==> config.mk <==
export PLATFORM = sky130hd
export DESIGN_NAME = pattern_channel
export DESIGN_NICKNAME = d
export VERILOG_FILES = /design/src/logic/loopback_prbs_pkg.sv /design/src/logic/pattern_channel.sv
export SDC_FILE = /design/constraint.sdc
export NUM_CORES = 1
export LEC_CHECK = 0
export BUFFER_PORTS_ARGS = -buffer_cell sky130_fd_sc_hd__buf_2
export CORE_MARGIN = 2
export CORE_UTILIZATION = 60
export CTS_BUF_LIST = sky130_fd_sc_hd__clkbuf_2
export DETAILED_ROUTE_END_ITERATION = 16
export PLACE_DENSITY = 0.85
export SYNTH_ARGS = -nofsm -noshare
export SYNTH_HDL_FRONTEND = slang
export SYNTH_SLANG_ARGS = --single-unit
==> constraint.sdc <==
create_clock -name clk -period 2.69 [get_ports clk]
set_input_delay 0.269 -clock clk [delete_from_list [all_inputs] [get_ports clk]]
set_output_delay 0.269 -clock clk [all_outputs]
set_load 0.005 [all_outputs]
==> src/logic/loopback_prbs_pkg.sv <==
package loopback_prbs_pkg;
    localparam int CHANNELS = 8;
    localparam int WORD_W = 10;
    localparam int LFSR_W = 7;
    localparam logic [6:0] LFSR_SEED = 7'h7F;
    localparam int TAP_HI = 6;
    localparam int TAP_LO = 5;
    // byte addresses of the registers on the bus
    localparam logic [7:0] ADDR_LOOPBACK = 8'h58;
    localparam logic [7:0] ADDR_GLOBAL = 8'h60;
    localparam logic [7:0] ADDR_PASS = 8'h7C;
    // field positions
    localparam int SLB_LSB = 8;
    localparam int FAR_LSB = 0;
    localparam int VERIFY_BIT = 9;
    localparam int GEN_BIT = 8;
    localparam int RX_PASS_LSB = 8;
    localparam logic [15:0] LOOPBACK_RESET = 16'h0000;
    localparam logic [15:0] GLOBAL_RESET = 16'h0000;
    localparam logic [1:0] RESP_OKAY = 2'h0;
    localparam logic [1:0] RESP_SLVERR = 2'h2;
    // power-on hold: 1 ms at 20 MHz
    localparam int CLK_HZ = 20000000;
    localparam int POR_US = 1000;
    localparam int POR_CYCLES = POR_US * (CLK_HZ / 1000000);
    localparam int LOCK_GOOD = 16;

    typedef struct packed {
        logic [WORD_W-1:0] data;
        logic clk_out;
        logic oe;
    } par_out_t;

    typedef struct packed {
        logic p;
        logic n;
    } diff_t;
endpackage

==> src/logic/pattern_channel.sv <==
`timescale 1ns/1ns
`default_nettype none
module pattern_channel #(
    parameter int GOOD_RUN = loopback_prbs_pkg::LOCK_GOOD
) (
    input wire logic clk,
    input wire logic reset_n,
    input wire logic ce,
    input wire logic gen_en,
    input wire logic chk_en,
    input wire logic [loopback_prbs_pkg::WORD_W-1:0] rx_word,
    output logic [loopback_prbs_pkg::WORD_W-1:0] gen_word,
    output logic pass
);
    import loopback_prbs_pkg::*;

    initial begin
        if (GOOD_RUN < 1 || GOOD_RUN > 255) $error("GOOD_RUN out of range");
    end

    typedef struct packed {
        logic [LFSR_W-1:0] gen;
        logic [LFSR_W-1:0] chk;
        logic [7:0] good;
        logic pass;
    } state_t;

    state_t state_reg, state_next;

    // advance a seven-stage register by one word of bits, msb first
    function automatic logic [LFSR_W+WORD_W-1:0] step(input logic [LFSR_W-1:0] s);
        logic [LFSR_W-1:0] t;
        logic [WORD_W-1:0] w;
        t = s;
        w = '0;
        for (int i = WORD_W - 1; i >= 0; i--) begin
            w[i] = t[TAP_HI] ^ t[TAP_LO];
            t = {t[LFSR_W-2:0], w[i]};
        end
        return {t, w};
    endfunction

    logic [LFSR_W+WORD_W-1:0] g_step, c_step;
    logic [LFSR_W-1:0] seeded;
    logic match;

    always_comb begin
        g_step = step(state_reg.gen);
        c_step = step(state_reg.chk);
        // self-synchronise: last seven received bits become the checker state
        seeded = rx_word[LFSR_W-1:0];
        match = (c_step[WORD_W-1:0] == rx_word);
        state_next = state_reg;
        if (gen_en) begin
            state_next.gen = g_step[LFSR_W+WORD_W-1:WORD_W];
        end
        if (chk_en) begin
            state_next.chk = seeded;
            if (!match) begin
                state_next.good = '0;
            end else if (state_reg.good != 8'(GOOD_RUN)) begin
                state_next.good = state_reg.good + 8'h01;
            end
        end else begin
            state_next.good = '0;
        end
        state_next.pass = chk_en && match && (state_reg.good == 8'(GOOD_RUN));
    end

    always_ff @(posedge clk) begin
        if (!reset_n) begin
            state_reg <= '{gen: LFSR_SEED, chk: LFSR_SEED, good: 8'h00, pass: 1'b0};
        end else if (ce) begin
            state_reg <= state_next;
        end
    end

    assign gen_word = g_step[WORD_W-1:0];
    assign pass = state_reg.pass;

    pass_needs_run_a: assert property (@(posedge clk) disable iff (!reset_n)
        state_reg.pass |-> $past(state_reg.good) == 8'(GOOD_RUN))
        else $error("pass flag without full error-free run");
    pass_drop_a: assert property (@(posedge clk) disable iff (!reset_n)
        ce && !chk_en |=> !state_reg.pass)
        else $error("pass flag held while checker off");
endmodule // pattern_channel
`default_nettype wire

==> results of run 1 <==
==> worst register-to-register path: cells and delay by family, from the launching register on <==
family / cells / cell delay, ps
compound gates: 3 / 1070
flops: 1 / 460
simple gates: 1 / 360
xor+xnor: 1 / 110
==> power by group through the flow <==
stage	combinational (mW)	clock, mW	sequential [mW]
floorplan	0.0965	0	0.376
global placement	0.136	0	0.383
detailed placement	0.141	0	0.385
CTS	0.142	0.142	0.378
global route	0.158	0.151	0.381
finish	0.141	0.133	0.378
==> stage by stage <==
stage / util (%) / setup WS [ps] / area [sq um] / hold slack, ps / power [mW]
2_1_floorplan: - / 865.2 / 1379 / 386.8 / 0.4729
3_3_place_gp: 68.65 / 730.5 / 1504 / 493.7 / 0.5197
3_5_place_dp: 68.65 / 631.7 / 1504 / 497.5 / 0.5256
4_1_cts: 69.56 / 601.0 / 1524 / 136.3 / 0.6613
5_1_grt: 69.56 / 479.0 / 1524 / 133.8 / 0.6892
6_report: 69.56 / 637.1 / 1524 / 151.4 / 0.6519
==> cell type report <==
| cell class | instances | area [sq um] |
|---|---|---|
| Timing Repair Buffer | 25 | 125.1 |
| Sequential cell | 23 | 460.4 |
| Clock buffer | 3 | 15.01 |
| Fill cell | 183 | 666.9 |
| Clock inverter | 1 | 5.005 |
| Inverter | 2 | 7.507 |
| Tap cell | 28 | 35.03 |
| Multi-Input combinational cell | 139 | 875.8 |
==> logic make-up (layout without fill, tap and decap cells) <==
family	after synthesis	in the layout	share of synthesized area (%)
AOI/OAI and AO/OA	36	36	17.60
DFF	23	23	33.39
and+or+nand+nor	80	80	29.76
xor gates and xnor gates	21	21	14.34
buffers and inverters	11	31	3.085
adders and majority gates	2	2	1.815
==> routing by layer <==
layer | GRT usage (%) | routed length [um] | share of wire, %
met5 | 0 | 0 | 0
met4 | 9.649 | 34 | 1.2
met3 | 2.586 | 108 | 3.8
met2 | 40.30 | 1390 | 49
met1 | 29.80 | 1284 | 46
==> layout by cell type (no fill, tap or decap), types with 3 or more instances in the layout <==
cell type / n
nand2_1: 26
nor2_1: 9
nor2b_1: 9
a2111oi_0: 7
clkbuf_2: 3
dfxtp_1: 23
nor4_1: 3
buf_2: 25
a21oi_1: 7
nand2b_1: 3
o21a_1: 8
o21ai_0: 10
nand3_1: 13
and3_1: 3
xor2_1: 18
nor3_1: 3
==> how the worst min path moves through the flow <==
stage,start,endpoint,cells after the start,slack [ps]
after floorplan,reset_n,state_reg[1],1,390
after global placement,state_reg[9],state_reg[9],2,490
after detailed placement,state_reg[9],state_reg[9],2,500
after CTS,rx_word[6],state_reg[15],3,140
after global routing,rx_word[1],state_reg[10],3,130
final,rx_word[5],state_reg[14],3,150
==> results.json, run 1 <==
{
  "slew_headroom_pct": 62.31,
  "yosysMostFrequentCell": "nand2_1",
  "drc": 0,
  "cp.required_ps": 2970,
  "reg2reg_depth": 5,
  "antenna_found_initial": 0,
  "slew_viol_final": 0,
  "switchingPower_uw": 198.8,
  "dieArea_sq_mm": 0.002697,
  "core_area_sq_mm": 0.002191,
  "finalSetupTns_ps": 0,
  "cts_tree": "built",
  "seq_area_frac_synth_pct": 33.39,
  "ant_nets": 0,
  "seq_power_share_pct": 58.0,
  "ctsHtreeMaxLevel": 1,
  "critPathMaxStageDelay_ps": 480,
  "fp-row-count": 17,
  "cp_max_fo": 10,
  "post-synth-top-area-cell": "dfxtp_1",
  "p_int_uw": 453.1,
  "path_cells": "xor2_1 > or3_1 > a221o_2 > a2111oi_0 > o21a_1",
  "tightest_slew_ps": 565.4,
  "grt_usage_pct": 23.53,
  "worstPathArrival_ps": 2330,
  "ys_top_cells_by_count": "nand2_1 (26), dfxtp_1 (23), xor2_1 (18), nand3_1 (13), o21ai_0 (10)",
  "clk_latency_ps": 330,
  "rrSetupSlack_ps": 640,
  "ir_drop_uv": 363.5,
  "cp-endpoint": "state_reg[7]",
  "dp_hpwl_mm": 2.116,
  "crit_path_start": "state_reg[11]",
  "r2r-end": "state_reg[7]",
  "cp-start-kind": "register",
  "diodes": 0,
  "yosysTopAreaCellShare_pct": 33.39,
  "fin_crit_ps": 2053,
  "drt-total-wl_mm": 2.818,
  "drive_above_1_share_pct": 16.06,
  "viasPerCell": 5.710,
  "min_path_type": "primary input to register",
  "grt_first_pass_wirelength_mm": 4.843,
  "syn_to_final_growth_pct": 10.53,
  "final-setup-viol-count": 0,
  "ys_warn_count": 0,
  "synth_seq_cells": 23,
  "num_io_pins": 26,
  "overflow": 0,
  "status": "complete, no violations",
  "combPwrFrac_pct": 21.7,
  "fin_nets": 211,
  "finalCritPeriodShare_pct": 76.32,
  "drt_pass1_iterations": 4,
  "avgSynthCellArea_sq_um": 7.970,
  "cts.clk_slew.worst_paths_ps": 210,
  "p_leak_nw": 0.6138,
  "cp.depth": 5,
  "synth_edf_count": 0,
  "max_cap_viol_count": 0,
  "path_class": "register to register",
  "grt_max_degree": 29,
  "syn_inst": 173,
  "cts_buffers": 3,
  "cts_buffer_depth": 2,
  "die_h_um": 51.94,
  "synth_area_sq_mm": 0.001379,
  "finalHoldViolations": 0,
  "synthArstFlopShare_pct": 0,
  "hold_buffers": 0,
  "critPathBufInv": 0,
  "wl_per_cell_um": 12.75,
  "cts_resized": 0,
  "cts_setup_buffers": 0,
  "cts_sinks": 23,
  "ctsRootBufferMaster": "clkbuf_2",
  "numPlacedInstances": 217,
  "synth_area_leaders": "dfxtp_1 (33%), xor2_1 (11%), nand2_1 (7.1%)",
  "reg2reg_from": "state_reg[11]",
  "critical_path.endpoint_type": "register",
  "syn-num-nets": 190,
  "ys_types": 33,
  "finalWeightedCongestion": 0.7815,
  "max_freq_mhz": 487.1,
  "portBuffers": 25,
  "finClkSkew_ps": 20.42,
  "largest_register_ffs": 22,
  "pwr-share-clk_pct": 20.3,
  "grt_pass1_vias": 1153,
  "p_sw_share_pct": 30.49,
  "critical-path-top-delay-family": "compound AO/OA/AOI/OAI gates",
  "vias": 1262,
  "start_util_pct": 62.94,
  "final_cells": 221,
  "power_density_mw_per_mm2": 427.8,
  "die_w_um": 51.94,
  "synthFlopType": "dfxtp_1",
  "cp_slowest_cell": "a221o_2",
  "drtIter0Drc": 25,
  "rsz0062_at_grt": "false"
}
(Power assumes the default switching activity.)
==> inputs of run 2 (changes only) <==
--- a/config.mk
+++ b/config.mk
@@ -7,10 +7,10 @@
 export LEC_CHECK = 0
 export BUFFER_PORTS_ARGS = -buffer_cell sky130_fd_sc_hd__buf_2
 export CORE_MARGIN = 2
-export CORE_UTILIZATION = 60
+export CORE_UTILIZATION = 51
 export CTS_BUF_LIST = sky130_fd_sc_hd__clkbuf_2
 export DETAILED_ROUTE_END_ITERATION = 16
-export PLACE_DENSITY = 0.85
+export PLACE_DENSITY = 0.77
 export SYNTH_ARGS = -nofsm -noshare
 export SYNTH_HDL_FRONTEND = slang
 export SYNTH_SLANG_ARGS = --single-unit
==> constraint.sdc (replaced) <==
create_clock -name clk -period 1.8 [get_ports clk]
set_input_delay 0.18 -clock clk [delete_from_list [all_inputs] [get_ports clk]]
set_output_delay 0.18 -clock clk [all_outputs]
set_load 0.005 [all_outputs]
==> results.json, run 2 (synthesis results as in run 1) <==
{
  "status": "finished with violations",
  "violations": "setup timing",
  "drt_pass1_iterations": 4,
  "finalCritPeriodShare_pct": 103.5,
  "p_int_uw": 704.1,
  "ant_nets": 0,
  "tightest_slew_ps": 530.0,
  "dp_hpwl_mm": 2.362,
  "p_leak_nw": 0.6832,
  "finClkSkew_ps": 9.142,
  "antenna_found_initial": 0,
  "min_path_type": "primary input to register",
  "finalHoldViolations": 0,
  "rsz0062_at_grt": "true",
  "cp_slowest_cell": "a221o_4",
  "drt-total-wl_mm": 3.854,
  "worst_slack_ps": -62.46,
  "drc": 0,
  "die_h_um": 56.00,
  "core_area_sq_mm": 0.002522,
  "numPlacedInstances": 227,
  "ctsHtreeMaxLevel": 1,
  "final_cells": 234,
  "final-setup-viol-count": 8,
  "cp.required_ps": 2090,
  "hold_buffers": 0,
  "path_class": "register to register",
  "num_io_pins": 26,
  "path_cells": "xor2_1 > or3_4 > a221o_4 > a2111oi_4 > o21a_1",
  "seq_power_share_pct": 52.2,
  "diodes": 0,
  "vias": 1384,
  "grt_max_degree": 24,
  "max_freq_mhz": 536.9,
  "cp_max_fo": 5,
  "fin_crit_ps": 1862,
  "p_sw_share_pct": 34.12,
  "place_area_sq_mm": 0.001575,
  "cts_sinks": 23,
  "grt_usage_pct": 23.09,
  "clk_latency_ps": 330,
  "critical_path.endpoint_type": "register",
  "p_total_mw": 1.069,
  "pwr-share-clk_pct": 19.4,
  "combPwrFrac_pct": 28.4,
  "slew_viol_final": 0,
  "finalSetupTns_ps": -325.7,
  "grt_first_pass_wirelength_mm": 5.809,
  "syn_to_final_growth_pct": 34.12,
  "ir_drop_uv": 485.0,
  "fp-row-count": 18,
  "switchingPower_uw": 364.7,
  "cts_buffer_depth": 2,
  "critPathMaxStageDelay_ps": 450,
  "ctsRootBufferMaster": "clkbuf_2",
  "largest_register_ffs": 22,
  "overflow": 0,
  "die_w_um": 56.00,
  "portBuffers": 25,
  "drtIter0Drc": 54,
  "finalWeightedCongestion": 0.8622,
  "drive_above_1_share_pct": 35.78,
  "power_density_mw_per_mm2": 578.0,
  "dieArea_sq_mm": 0.003135,
  "fin_nets": 222,
  "cts_buffers": 3,
  "cts_tree": "built",
  "wl_per_cell_um": 16.47,
  "max_cap_viol_count": 0,
  "viasPerCell": 5.915,
  "worstPathArrival_ps": 2150,
  "cp-start-kind": "register",
  "stdcell_area_sq_mm": 0.001849,
  "final_cell_mix": "nand2_1 (25), buf_2 (25), dfxtp_1 (18)",
  "grt_pass1_vias": 1301,
  "cts.clk_slew.worst_paths_ps": 220,
  "start_util_pct": 54.66,
  "slew_headroom_pct": 64.29
}
-- run 2: worst paths after layout --
check,from,endpoint,slack (ps),cells after the start
max,state_reg[14],state_reg[7],-60,5
min,rx_word[4],state_reg[13],60,3
max reg2reg,state_reg[14],state_reg[7],-60,5
min reg2reg,state_reg[9],state_reg[9],530,2
-- run 2: per-layer routing --
layer | track usage, % | routed length (um)
met5 | 0 | 0
met4 | 8.163 | 82
met3 | 3.023 | 162
met2 | 38.49 | 1939
met1 | 30.50 | 1670
-- run 2: what timing repair did --
action / CTS / global route
buffers inserted: 1 / 1
gates resized for setup: 25 / 18
endpoints found under the setup margin: 9 / 9
pin swaps: 17 / 2
gates cloned: 1 / 0
-- run 2: critical path: cells and delay by family, from the launching register on --
kind                      cells  cell delay, ps
AOI/OAI and AO/OA             3             830
xor gates and xnor gates      1             170
DFF                           1             410
and+or+nand+nor               1             410
-- run 2: stage by stage --
step	setup WS [ps]	hold WS, ps	util [%]
5_1_grt	-132.6	45.54	73.31
3_5_place_dp	-117.4	417.9	62.45
2_1_floorplan	-3.133	297.8	-
6_report	-62.46	56.38	73.31
3_3_place_gp	-57.17	408.7	62.45
4_1_cts	-41.05	43.08	69.64
-- run 2: power by group through the flow --
| stage | Combinational, mW | Sequential, mW | Clock (mW) |
|---|---|---|---|
| detailed placement | 0.237 | 0.569 | 0 |
| CTS | 0.277 | 0.560 | 0.213 |
| global placement | 0.230 | 0.567 | 0 |
| global route | 0.325 | 0.561 | 0.233 |
| floorplan | 0.147 | 0.563 | 0 |
| finish | 0.303 | 0.558 | 0.208 |
-- run 2: layout make-up --
type | instances | area, sq um
well taps | 30 | 37.54
clock buffers | 3 | 15.01
clock inverters | 1 | 5.005
inverters | 2 | 7.507
flip-flops and latches | 23 | 474.2
fillers | 192 | 673.1
multi-input cells | 140 | 1110
repair buffers | 35 | 200.2
==> inputs of run 3 (changes only) <==
==> constraint.sdc (replaced) <==
create_clock -name clk -period 1.8 [get_ports clk]
set_input_delay 0.18 -clock clk [delete_from_list [all_inputs] [get_ports clk]]
set_output_delay 0.18 -clock clk [all_outputs]
set_load 0.05 [all_outputs]
==> results.json, run 3 (synthesis results as in run 1) <==
{
  "status": "finished with violations",
  "violations": "setup timing",
  "die_w_um": 56.00,
  "cts.clk_slew.worst_paths_ps": 240,
  "final-setup-viol-count": 8,
  "wl_per_cell_um": 16.51,
  "vias": 1416,
  "fin_nets": 222,
  "dieArea_sq_mm": 0.003135,
  "p_leak_nw": 0.6979,
  "slew_viol_final": 0,
  "worstPathArrival_ps": 2200,
  "rsz0062_at_grt": "true",
  "finalHoldViolations": 0,
  "ant_nets": 0,
  "final_cell_mix": "nand2_1 (25), buf_2 (25), dfxtp_1 (17)",
  "drt-total-wl_mm": 3.864,
  "cp.required_ps": 2090,
  "drc": 0,
  "grt_pass1_vias": 1359,
  "path_class": "register to register",
  "final_cells": 234,
  "worst_slack_ps": -113.2,
  "syn_to_final_growth_pct": 37.66,
  "reg2reg_from": "state_reg[14]",
  "cts_buffers": 3,
  "fp-row-count": 18,
  "ctsHtreeMaxLevel": 1,
  "place_ws_ps": -171.8,
  "drt_pass1_iterations": 4,
  "crit_path_start": "state_reg[14]",
  "core_area_sq_mm": 0.002522,
  "reg2reg_depth": 5,
  "critical_path.endpoint_type": "register",
  "max_freq_mhz": 522.7,
  "grt_usage_pct": 24.27,
  "min_path_type": "primary input to register",
  "antenna_found_initial": 0,
  "grt_first_pass_wirelength_mm": 6.099,
  "numPlacedInstances": 226,
  "die_h_um": 56.00,
  "cp-endpoint": "state_reg[2]",
  "ctsRootBufferMaster": "clkbuf_2",
  "r2r-end": "state_reg[2]",
  "ir_drop_uv": 631.6,
  "finClkSkew_ps": 21.37,
  "rrSetupSlack_ps": -110,
  "cp-start-kind": "register",
  "portBuffers": 25,
  "power_density_mw_per_mm2": 635.6,
  "slew_headroom_pct": 61.51,
  "start_util_pct": 54.66,
  "clk_latency_ps": 340,
  "finalWeightedCongestion": 0.7835,
  "num_io_pins": 26,
  "cts_tree": "built",
  "drive_above_1_share_pct": 35.78,
  "cts_buffer_depth": 2,
  "hold_buffers": 0,
  "grt_max_degree": 24,
  "tightest_slew_ps": 577.4,
  "cp_max_fo": 5,
  "overflow": 0,
  "max_cap_viol_count": 0,
  "fin_crit_ps": 1913,
  "largest_register_ffs": 22,
  "finalCritPeriodShare_pct": 106.3,
  "diodes": 0,
  "drtIter0Drc": 46,
  "cts_sinks": 23,
  "dp_hpwl_mm": 2.320,
  "viasPerCell": 6.051
}
==> run 3: cell counts in the layout (fill, tap and decap cells not counted) <==
Identical to the previous run, type by type.
==> run 3: stage by stage <==
stage / instance area [sq um] / util [%] / total power, mW / hold slack [ps] / TNS (ps)
6_report: 1898 / 75.25 / 1.206 / 37.98 / -484.5
4_1_cts: 1859 / 73.71 / 1.204 / 40.36 / -373.4
5_1_grt: 1898 / 75.25 / 1.254 / 60.16 / -839.2
2_1_floorplan: 1406 / - / 0.8346 / 297.8 / -1.391
3_5_place_dp: 1587 / 62.90 / 0.9292 / 415.7 / -1211
3_3_place_gp: 1587 / 62.90 / 0.9198 / 410.5 / -533.7
==> run 3: routing by layer <==
metal	vias to the layer above	share of wire (%)	GRT usage, %	wire length (um)
li1	668	-	-	-
met3	11	5.4	4.419	210
met2	59	51	38.99	1962
met1	678	41	31.46	1589
met4	0	2.6	11.22	102
met5	-	0	0	0
==> run 3: worst min-delay path by stage <==
stage | slack, ps | cells past startpoint | startpoint | end
4_1_cts | 40 | 3 | rx_word[4] | state_reg[13]
5_1_grt | 60 | 3 | rx_word[4] | state_reg[13]
3_3_place_gp | 410 | 3 | rx_word[4] | state_reg[13]
3_5_place_dp | 420 | 3 | rx_word[4] | state_reg[13]
2_1_floorplan | 300 | 1 | reset_n | state_reg[1]
6_report | 40 | 3 | rx_word[4] | state_reg[13]
==> run 3: critical path: stages (launching register included) <==
cell       delay [ps]
dfxtp_4           410
xor2_1            160
or3_4             390
a221o_2           460
a2111oi_4         300
o21a_1            140
==> run 3: area by class of cell <==
type / count / area (sq um)
repair buffers: 35 / 212.7
inverters: 2 / 7.507
clock buffers: 3 / 15.01
clock inverters: 1 / 5.005
fillers: 191 / 624.3
flip-flops and latches: 23 / 470.5
well taps: 30 / 37.54
multi-input cells: 140 / 1150
==> run 3: timing repair <==
item                                    4_1_cts  5_1_grt
endpoints found under the hold margin         0        0
cloned                                        1        0
endpoints found under the setup margin        9       10
pin swaps                                    16        7
resized for setup                            39       10
buffers inserted                              3        0
==> run 3: power breakdown <==
| group | switching [mW] | internal (mW) | total, mW |
|---|---|---|---|
| registers | 0.0305 | 0.533 | 0.564 |
| logic | 0.300 | 0.129 | 0.429 |
| clock network | 0.164 | 0.0503 | 0.214 |
